===== config.mk =====
export PLATFORM = sky130hd
export DESIGN_NAME = oversampling_average_filter
export DESIGN_NICKNAME = d
export VERILOG_FILES = /design/src/hw/os_filter_pkg.sv /design/src/hw/oversampling_average_filter.sv
export SDC_FILE = /design/constraint.sdc
export NUM_CORES = 1
export LEC_CHECK = 0
export ABC_AREA = 1
export ABC_CLOCK_PERIOD_IN_PS = 2500
export BUFFER_PORTS_ARGS = -buffer_cell sky130_fd_sc_hd__buf_2
export CAP_MARGIN = 15
export CORE_ASPECT_RATIO = 1.75
export CORE_MARGIN = 1.5
export CORE_UTILIZATION = 50
export DETAILED_ROUTE_END_ITERATION = 8
export HOLD_SLACK_MARGIN = 0.08
export PLACE_DENSITY = 0.69
export SYNTH_ARGS = -nofsm -noshare
export SYNTH_HDL_FRONTEND = slang
export SYNTH_SLANG_ARGS = --single-unit
export TNS_END_PERCENT = 1

===== constraint.sdc =====
create_clock -name core_clk -period 2.5 [get_ports core_clk]
set_clock_uncertainty 0.05 [all_clocks]
set_input_delay 0.25 -clock core_clk [delete_from_list [all_inputs] [get_ports core_clk]]
set_output_delay 0.25 -clock core_clk [all_outputs]
set_load 0.1 [all_outputs]

===== src/hw/os_filter_pkg.sv =====
// Purpose: constants for the oversampling average filter
// Assumes: core_clk at 125 MHz, synchronous active-high reset
// Notes: sample timing and rates expressed as cycle counts
package os_filter_pkg;
	// ----------------------------------------------------------------
	// sizes
	// ----------------------------------------------------------------
	localparam int NUM_CHANNELS = 8;
	localparam int SAMPLE_WIDTH = 18;
	localparam int MAX_LOG_DEPTH = 6;
	localparam int SUM_WIDTH = SAMPLE_WIDTH + MAX_LOG_DEPTH;
	// ----------------------------------------------------------------
	// timing
	// ----------------------------------------------------------------
	localparam int CLK_FREQ_KHZ = 125000;
	localparam int BASE_RATE_KSPS = 200;
	// cycles per single conversion at the unaveraged rate
	localparam int CONV_CYCLES = CLK_FREQ_KHZ / BASE_RATE_KSPS;
	localparam int CONV_CNT_WIDTH = 10;
	// ----------------------------------------------------------------
	// codes
	// ----------------------------------------------------------------
	localparam logic [2:0] RATIO_NONE = 3'h0;
	localparam logic [2:0] RATIO_INVALID = 3'h7;
	localparam logic [MAX_LOG_DEPTH:0] DEPTH_ONE = 7'h01;
	typedef enum logic [1:0] {ST_IDLE, ST_CONVERT, ST_DONE} filt_state_e;
endpackage : os_filter_pkg


===== src/hw/oversampling_average_filter.sv =====
// Purpose: averaging filter and reference source control of the converter
// Assumes: conversions arrive on sample_data with sample_valid per sample
// Notes: host keeps ratio steady during a set; code 111 acts as no averaging
`timescale 1ns/1ps
module oversampling_average_filter
	import os_filter_pkg::*;
(
	input wire logic core_clk, // conversion clock
	input wire logic rst, // synchronous reset, active high
	input wire logic [2:0] oversample_ratio_sel, // averaging depth code
	input wire logic conv_start_group_a, // start, ANDed with group b; rise begins a set of all 8 channels
	input wire logic conv_start_group_b, // start, ANDed with group a; rise begins a set of all 8 channels
	input wire logic reference_source_sel, // high selects internal reference
	input wire logic reference_io_pin_in, // level seen on reference pin
	input wire logic [NUM_CHANNELS*SAMPLE_WIDTH-1:0] sample_data, // raw conversions
	input wire logic sample_valid, // pulse: sample_data holds a conversion
	output logic sample_trigger, // pulse: start one conversion
	output logic [NUM_CHANNELS*SAMPLE_WIDTH-1:0] result_data, // averaged words
	output logic result_valid, // pulse: result_data updated
	output logic busy, // averaging set in progress
	output logic reference_io_pin_out, // internal reference driven
	output logic reference_io_pin_oe, // pin driven by device
	output logic bandgap_enable, // internal band-gap powered
	output logic ref_gain_amp_enable // reference gain amplifier on
);
	// ----------------------------------------------------------------
	// reference source, purely combinational
	// ----------------------------------------------------------------
	assign bandgap_enable = reference_source_sel;
	assign reference_io_pin_oe = reference_source_sel;
	assign reference_io_pin_out = reference_source_sel;
	// released pin is a plain input; level is only observed
	wire ext_ref_seen = ~reference_source_sel & reference_io_pin_in;
	assign ref_gain_amp_enable = 1'b1;

	// ----------------------------------------------------------------
	// ratio decode
	// ----------------------------------------------------------------
	// log2 of depth; invalid code treated as no averaging
	function automatic logic [2:0] log_depth(input logic [2:0] code);
		if (code == RATIO_INVALID) begin
			return 3'h0;
		end
		return code;
	endfunction : log_depth

	wire [2:0] shift_amt = log_depth(oversample_ratio_sel);

	// ----------------------------------------------------------------
	// start edge detect
	// ----------------------------------------------------------------
	logic start_d; // previous start level
	wire start_level = conv_start_group_a & conv_start_group_b;
	wire start_rise = start_level & ~start_d;

	always_ff @(posedge core_clk) begin
		if (rst) begin
			start_d <= 1'b0;
		end else begin
			start_d <= start_level;
		end
	end

	// ----------------------------------------------------------------
	// sequencer
	// ----------------------------------------------------------------
	filt_state_e state; // current state
	filt_state_e next_state; // next state
	logic [MAX_LOG_DEPTH:0] taken; // samples collected this set
	logic [CONV_CNT_WIDTH-1:0] pace; // cycles since last trigger
	logic [2:0] set_shift; // depth latched at set start
	wire last_sample = sample_valid && (taken + 7'h01 == (DEPTH_ONE << set_shift));
	wire pace_done = pace >= CONV_CNT_WIDTH'(CONV_CYCLES - 1);

	always_comb begin
		next_state = state;
		case (state)
			ST_IDLE: begin
				if (start_rise) begin
					next_state = ST_CONVERT;
				end
			end
			ST_CONVERT: begin
				if (last_sample) begin
					next_state = ST_DONE;
				end
			end
			ST_DONE: next_state = ST_IDLE;
			default: next_state = ST_IDLE;
		endcase
	end

	// internal trigger once pacing elapsed and previous sample returned
	logic waiting; // a trigger awaits its sample
	assign sample_trigger = (state == ST_IDLE && start_rise)
		|| (state == ST_CONVERT && !waiting && pace_done);
	assign busy = (state != ST_IDLE);

	always_ff @(posedge core_clk) begin
		if (rst) begin
			state <= ST_IDLE;
			waiting <= 1'b0;
			pace <= '0;
			taken <= '0;
			set_shift <= 3'h0;
		end else begin
			state <= next_state;
			// pacing counter restarts on every trigger
			pace <= sample_trigger ? '0 : (pace_done ? pace : pace + 1'b1);
			if (sample_trigger) begin
				waiting <= 1'b1;
			end else if (sample_valid) begin
				waiting <= 1'b0;
			end
			if (state == ST_IDLE) begin
				taken <= '0;
				set_shift <= shift_amt;
			end else if (sample_valid) begin
				taken <= taken + 7'h01;
			end
		end
	end

	// ----------------------------------------------------------------
	// per-channel accumulators
	// ----------------------------------------------------------------
	logic result_strobe; // result register update
	assign result_strobe = (state == ST_CONVERT) && last_sample;

	genvar ch;
	generate
		for (ch = 0; ch < NUM_CHANNELS; ch++) begin : g_chan
			logic signed [SUM_WIDTH-1:0] acc; // running sum
			wire signed [SAMPLE_WIDTH-1:0] smp = sample_data[ch*SAMPLE_WIDTH +: SAMPLE_WIDTH];
			wire signed [SUM_WIDTH-1:0] sum = acc + SUM_WIDTH'(smp);
			wire signed [SUM_WIDTH-1:0] avg = sum >>> set_shift;

			always_ff @(posedge core_clk) begin
				if (rst || state == ST_IDLE) begin
					acc <= '0;
				end else if (sample_valid && state == ST_CONVERT) begin
					acc <= sum;
				end
			end

			// decimated word, two's complement low bits
			always_ff @(posedge core_clk) begin
				if (rst) begin
					result_data[ch*SAMPLE_WIDTH +: SAMPLE_WIDTH] <= '0;
				end else if (result_strobe) begin
					result_data[ch*SAMPLE_WIDTH +: SAMPLE_WIDTH] <= avg[SAMPLE_WIDTH-1:0];
				end
			end
		end
	endgenerate

	always_ff @(posedge core_clk) begin
		if (rst) begin
			result_valid <= 1'b0;
		end else begin
			result_valid <= result_strobe;
		end
	end

	// ----------------------------------------------------------------
	// checks
	// ----------------------------------------------------------------
	logic [MAX_LOG_DEPTH:0] trig_count; // triggers in current set
	always_ff @(posedge core_clk) begin
		if (rst || state == ST_IDLE) begin
			trig_count <= sample_trigger ? 7'h01 : 7'h00;
		end else if (sample_trigger) begin
			trig_count <= trig_count + 7'h01;
		end
	end

	// saturating cycle count since the last trigger, kept apart from the pacer
	logic [CONV_CNT_WIDTH-1:0] since_trig; // cycles since last trigger
	always_ff @(posedge core_clk) begin
		if (rst || sample_trigger) begin
			since_trig <= '0;
		end else if (since_trig != '1) begin
			since_trig <= since_trig + 1'b1;
		end
	end

	AST_REF_FOLLOWS: assert property (@(posedge core_clk)
		reference_io_pin_oe == reference_source_sel && bandgap_enable == reference_source_sel)
		else $error("reference pin drive does not follow select");
	AST_AMP_ON: assert property (@(posedge core_clk) ref_gain_amp_enable)
		else $error("reference amplifier disabled");
	AST_FIRST_ON_EDGE: assert property (@(posedge core_clk) disable iff (rst)
		(state == ST_IDLE && start_rise) |-> sample_trigger ##1 state == ST_CONVERT)
		else $error("first sample not taken on start edge");
	AST_NO_TRIG_IDLE: assert property (@(posedge core_clk) disable iff (rst)
		(state == ST_IDLE && !start_rise) |-> !sample_trigger)
		else $error("trigger without start while idle");
	AST_TRIG_LIMIT: assert property (@(posedge core_clk) disable iff (rst)
		trig_count <= (DEPTH_ONE << set_shift) || state == ST_IDLE)
		else $error("more triggers than averaging depth");
	AST_PACING: assert property (@(posedge core_clk) disable iff (rst)
		(state == ST_CONVERT && sample_trigger) |=> !sample_trigger [*8])
		else $error("internal triggers too close");
	AST_RESULT_PULSE: assert property (@(posedge core_clk) disable iff (rst)
		result_strobe |=> result_valid ##1 !result_valid)
		else $error("result valid not a single pulse after set end");
	AST_NO_AVG: assert property (@(posedge core_clk) disable iff (rst)
		(result_strobe && set_shift == 3'h0) |=>
		result_data[SAMPLE_WIDTH-1:0] == $past(sample_data[SAMPLE_WIDTH-1:0]))
		else $error("unaveraged result differs from sample");
	AST_PACE_FULL: assert property (@(posedge core_clk) disable iff (rst)
		(state == ST_CONVERT && sample_trigger) |-> since_trig >= CONV_CNT_WIDTH'(CONV_CYCLES - 1))
		else $error("internal trigger before a full conversion time");
	AST_IDLE_AFTER_SET: assert property (@(posedge core_clk) disable iff (rst)
		result_valid |=> !busy)
		else $error("set did not return to idle after its result");

	// ----------------------------------------------------------------
	// coverage of the main scenarios
	// ----------------------------------------------------------------
	COV_DEPTH64: cover property (@(posedge core_clk) result_strobe && set_shift == 3'h6);
	COV_NO_OS: cover property (@(posedge core_clk) result_strobe && set_shift == 3'h0);
	COV_EXT_REF: cover property (@(posedge core_clk) ext_ref_seen);
	COV_IGNORED_START: cover property (@(posedge core_clk) state == ST_CONVERT && start_rise);
endmodule : oversampling_average_filter


Yosys cells after proc, flatten, opt, wreduce, memory -nomap -nowiden --
Index checks and enable logic that the tools add are counted.
Word-level totals: logic and storage cells 74, flip-flop bits (word level) 361
Operators by class: reductions and logical operators 15, shift operators 9, mux-type cells 8, bitwise gates (word level) 3, eq/ne operators 5, $lt $le $gt $ge 1, add/subtract/negate cells 10
Operators by type and width (number):
- adder 24 x 18 -> 24 bit | 8
- >>> shifter 24 x 3 -> 18 bit | 8
- adder 10 x 1 -> 10 bit (second input constant) | 1
- greater-or-equal comparator 10 bit (second input constant) | 1
- adder 7 x 1 -> 7 bit (second input constant) | 1
- == test 7 bit | 1
- left shift 1 x 3 -> 7 bit (first input constant) | 1
- logical AND 1 bit | 6
- two-way mux 3 bit | 2
- two-way mux 2 bit | 2
- != test 2 bit (second input constant) | 2
- case mux 2 bit (2 select lines) | 1
- nonzero test 2 bit | 2
- OR reduction 2 bit | 2
- == test 3 bit (second input constant) | 1
- two-way mux 1 bit | 3
- AND 1 bit | 2
- == test 2 x 1 -> 1 bit (second input constant) | 1
- logical NOT 2 bit | 1
- logical OR 1 bit | 2
- AND reduction 2 bit | 1
- logical NOT 1 bit | 1
- inverter 1 bit | 1

Longest topological paths before layout --
word-level depth 5, gate-level depth with buffers 17

Worst setup path after synthesis --
Ideal clock, no wire load.
path kind register to register, start register g_chan[2].acc[0], end register result_data[43], period minus slack after synthesis 2248 ps, cell stages (with the launch flop) 15, slack 252 ps, path buffers 0, required time 2331 ps, arrival 2079 ps, setup time 119 ps, cell sequence dfxtp_1 ha_1 fa_1 nand3_1 nand3_1 nand2_1 nand3_1 or2_2 and2_1 nand2_1 nand3_1 nand2_1 nor2_1 nor2_1 nor2_1
Between the ends: longest elaborated chain between the ends 2
Ends and longest elaborated chain:
- start: declaration | line oversampling_average_filter.sv:133 | logic signed [SUM_WIDTH-1:0] acc;
- start signal: assignment | line oversampling_average_filter.sv:142 | acc <= sum;
- adder 24 x 18 -> 24 bit | line oversampling_average_filter.sv:135 | wire signed [SUM_WIDTH-1:0] sum = acc + SUM_WIDTH'(smp);
- >>> shifter 24 x 3 -> 18 bit | line oversampling_average_filter.sv:136 | wire signed [SUM_WIDTH-1:0] avg = sum >>> set_shift;
- end signal: indexed assignment | line oversampling_average_filter.sv:151 | result_data[ch*SAMPLE_WIDTH +: SAMPLE_WIDTH] <= avg[SAMPLE_WIDTH-1:0];
- end: declaration | line oversampling_average_filter.sv:18 | output logic [NUM_CHANNELS*SAMPLE_WIDTH-1:0] result_data,
No other way between the ends. A chain may end at the register's enable or synchronous reset.

Worst setup path in the final report --
start register taken[1], end register result_data[32]
Between the ends: longest elaborated chain between the ends 4
Ends and longest elaborated chain:
- start: declaration | line oversampling_average_filter.sv:69 | logic [MAX_LOG_DEPTH:0] taken;
- start signal: assignment | line oversampling_average_filter.sv:119 | taken <= taken + 7'h01;
- adder 7 x 1 -> 7 bit | line oversampling_average_filter.sv:72 | wire last_sample = sample_valid && (taken + 7'h01 == (DEPTH_ONE << set_shift));
- == test 7 bit | line oversampling_average_filter.sv:72
- logical AND 1 bit | line oversampling_average_filter.sv:72
- logical AND 1 bit | line oversampling_average_filter.sv:128 | assign result_strobe = (state == ST_CONVERT) && last_sample;
No other way between the ends.

==> qor.yml <==
worst_setup_path_start_kind: "register"
critical-path-slowest-cell: "dfxtp_4"
netlist_instances: 5753
core_um2: 65160
synthesis.yosys.warnings: 0
postSynthRegisterBits: 361
crit_path_max_incr_delay_ns: 0.37
rsz0062_at_grt: "yes"
synth_edf_count: 0
cts_buffers: 40
timing.final.max_slew_violations: 0
final_antenna_net_count: 0
via_per_inst: 5.445
post_drt_wl_per_cell_um: 18.14
die_area_um2: 67370
worst_slew_margin_rel_pct: 40.35
power.density_cell_area_nw_per_um2: 433.7
post-route-util_pct: 62.99
worst_setup_hold_path_clk_slew_ns: 0.07
yosys.cell_count.top_type: "nand2_1"
dr_total_vias: 38860
grt_pass1_wl_um: 195600
post-route-drc-count: 0
deepest_level_of_the_cts_h_tree: 2
cts_tree: "yes"
min_period_over_period_pct: 103.4
die_span_in_y_um: 342.3
syn_avg_cell_area_um2: 5.716
yosys.area.top_type_share_pct: 21.98
route.final.wire_length_um: 129500
grt.total_usage_pct: 37.16
layout_min_cycle_time_ns: 2.584
grt.met1_usage_pct: 36.98
drive_above_1_share_pct: 16.93
drt_pass1_iterations: 6
xor_and_xnor_area_share_after_synthesis_pct: 2.211
design.final.nets: 6627
detailed_place_hpwl_um: 97980
place.gp.congestion: 0.9940
cts_max_path_buffers: 3
peakVddDrop_v: 0.0006736
final_cell_area_um2: 41050
globalRoute.totalOverflow: 0
failed_checks: "setup timing"
grt_pass1_vias: 37320
ys_seq_area_share_pct: 21.98
worstSetupPathType: "register to register"
clk_latency_ns: 0.62
cap_violations: 0
worstHoldPathType: "input pin to register"
timing.fmax_mhz: 387.0
io-pin-count: 305
synth_cell_types: 39
maximum_number_of_pins_on_one_net_before_global_route_repair: 115
dominant_combinational_cell_family_by_area_after_synthesis: "simple AND/OR/NAND/NOR gates"
cts_root_buf: "clkbuf_16"
number_of_core_rows: 124
synth.mux.area_fraction_pct: 0.1522
numClockSinks: 361
initial_core_util_pct: 50.46
synth_async_sr_flop_share_pct: 0
number_of_antenna_violations_at_the_first_check_in_global_routing: 6
netlist_top_cells_area: "dfxtp_1, nand2_1, nand3_1"
yosys.area.top_type: "dfxtp_1"
run_status: "finished, violations left"
crit_path_end_kind: "register"
layout_setup_ws_ns: -0.08425
synth_top_flop_cell: "dfxtp_1"
post_synth_and_or_nand_nor_area_fraction_pct: 41.49
syn_area_um2: 32880
flow.area_growth_from_synthesis_pct: 24.83
synth_compound_area_share_pct: 13.64
critical_path_peak_fanout: 8
busiest_layer: "met2"
postPlaceCellArea_um2: 37660
synth.net_count: 6102
met3_usage_pct: 7.196
io_buffer_count: 298
die-width_um: 196.9
final-setup-viol-count: 58
yosys-top-cells-count: "nand2_1, inv_1, nand3_1"
hold_ws_ns: 0.1242
timing.critical_path.arrival_ns: 3.02
post_synth_fa_ha_maj_area_fraction_pct: 7.602
first_iter_violations: 2408
final_cells: 7137
dp_cells: 7015
worst_pin_slew_ns: 0.8947
use_met2_pct: 66.43
finalHoldViolations: 0
crit_chain: "ha_4 > nand2_4 > inv_2 > nand2_2 > xor2_2 > o21a_1 > or2_0 > nor2_1 > nand3_2 > bufinv_16 > buf_16 > buf_16 > buf_8 > nand2_4 > nor2_2 > nor2_1"
crit_required_ns: 2.93
total_power_mw: 17.80
cellLeakagePower_nw: 23.01
placed cells by master, fill, tap and decap left out, types with 9 or more instances in the layout:
cell type and instances:
nor2_2 40, buf_2 297, xnor2_2 9, nand3_1 730, o21ai_1 75, nor3_1 10, o211ai_1 144, buf_4 334
a22oi_1 11, ha_2 27, o21ai_2 16, xor2_1 33, a21oi_2 10, nor2_1 391, o21bai_1 66, dfxtp_1 355
nand2_2 42, nand4_1 49, or2_2 32, xnor2_1 27, o21ai_0 200, xor2_2 14, and2_1 10, clkbuf_16 49
o21a_1 34, inv_1 856, nand3b_1 51, and3_1 9, nand3_2 56, dlygate4sd3_1 18, nand2_1 1788, a21oi_1 204
buf_12 29, ha_4 21, clkinv_1 17, bufinv_16 10, ha_1 139
worst paths after layout:
kind,startpoint,end,slack [ns],cells past startpoint
worst max register to register,taken[1],result_data[32],-0.08,16
worst max-delay path,taken[1],result_data[32],-0.08,16
worst min register to register,result_data[142],result_data[142],0.42,2
worst min-delay path,sample_data[109],g_chan[6].acc[1],0.12,4
cell families after synthesis:
group / after synthesis
simple gates: 3234
buf+inv: 1108
compound gates: 766
flops: 361
fa+ha+maj: 195
xor+xnor: 83
mux: 5
other cells: 1
layout make-up:
class	instances	area (µm²)
repair buffers	705	5273
diodes	8	20.02
flip-flops and latches	361	7244
clock buffers	51	1124
clock inverters	23	377.9
well taps	819	1025
inverters	886	3371
fillers	6523	24120
multi-input cells	4284	22610
routing by layer:
layer / part of all wire, % / wire (µm)
met3: 6.7 / 8722
met5: 0.0077 / 10
met2: 49 / 63400
met1: 35 / 45360
met4: 9.3 / 12000
sequential cells by signal, summed over array words and instances (netlist names):
register,count
g_chan.acc,192
result_data,144
pace,10
taken,7
set_shift,3
state,2
result_valid,1
start_d,1
waiting,1
critical path, delay by kind of cell, from the launching register on:
family	cells	cell delay [ns]
xor+xnor	1	0.16
buf+inv	5	0.74
compound gates	1	0.12
fa+ha+maj	1	0.15
flops	1	0.37
simple gates	8	0.84
metrics by stage:
| stage | TNS (ns) | setup slack (ns) |
|---|---|---|
| 6_report | -1.841 | -0.08425 |
| 5_1_grt | -16.13 | -0.1936 |
| 4_1_cts | -0.07195 | -0.02109 |
| 3_5_place_dp | -8.139 | -0.1412 |
| 3_3_place_gp | -4.705 | -0.1144 |
| 2_1_floorplan | 0 | 0.2520 |
power breakdown:
group | internal, mW | switching, mW | total (mW) | leakage [nW]
combinational | 1.56 | 3.28 | 4.84 | 19.4
sequential | 5.86 | 0.0981 | 5.96 | 2.92
clock | 4.15 | 2.85 | 7.00 | 0.716
timing repair:
item                                    in CTS  in global routing
pin swaps                                    0                 62
resized for setup                           20                314
endpoints found under the setup margin     109                146
gates cloned                                 1                  8
hold buffers                                18                  0
buffers inserted                             3                 10
hold endpoints to repair                    23                  0
Power figures use the tool's default switching activity.
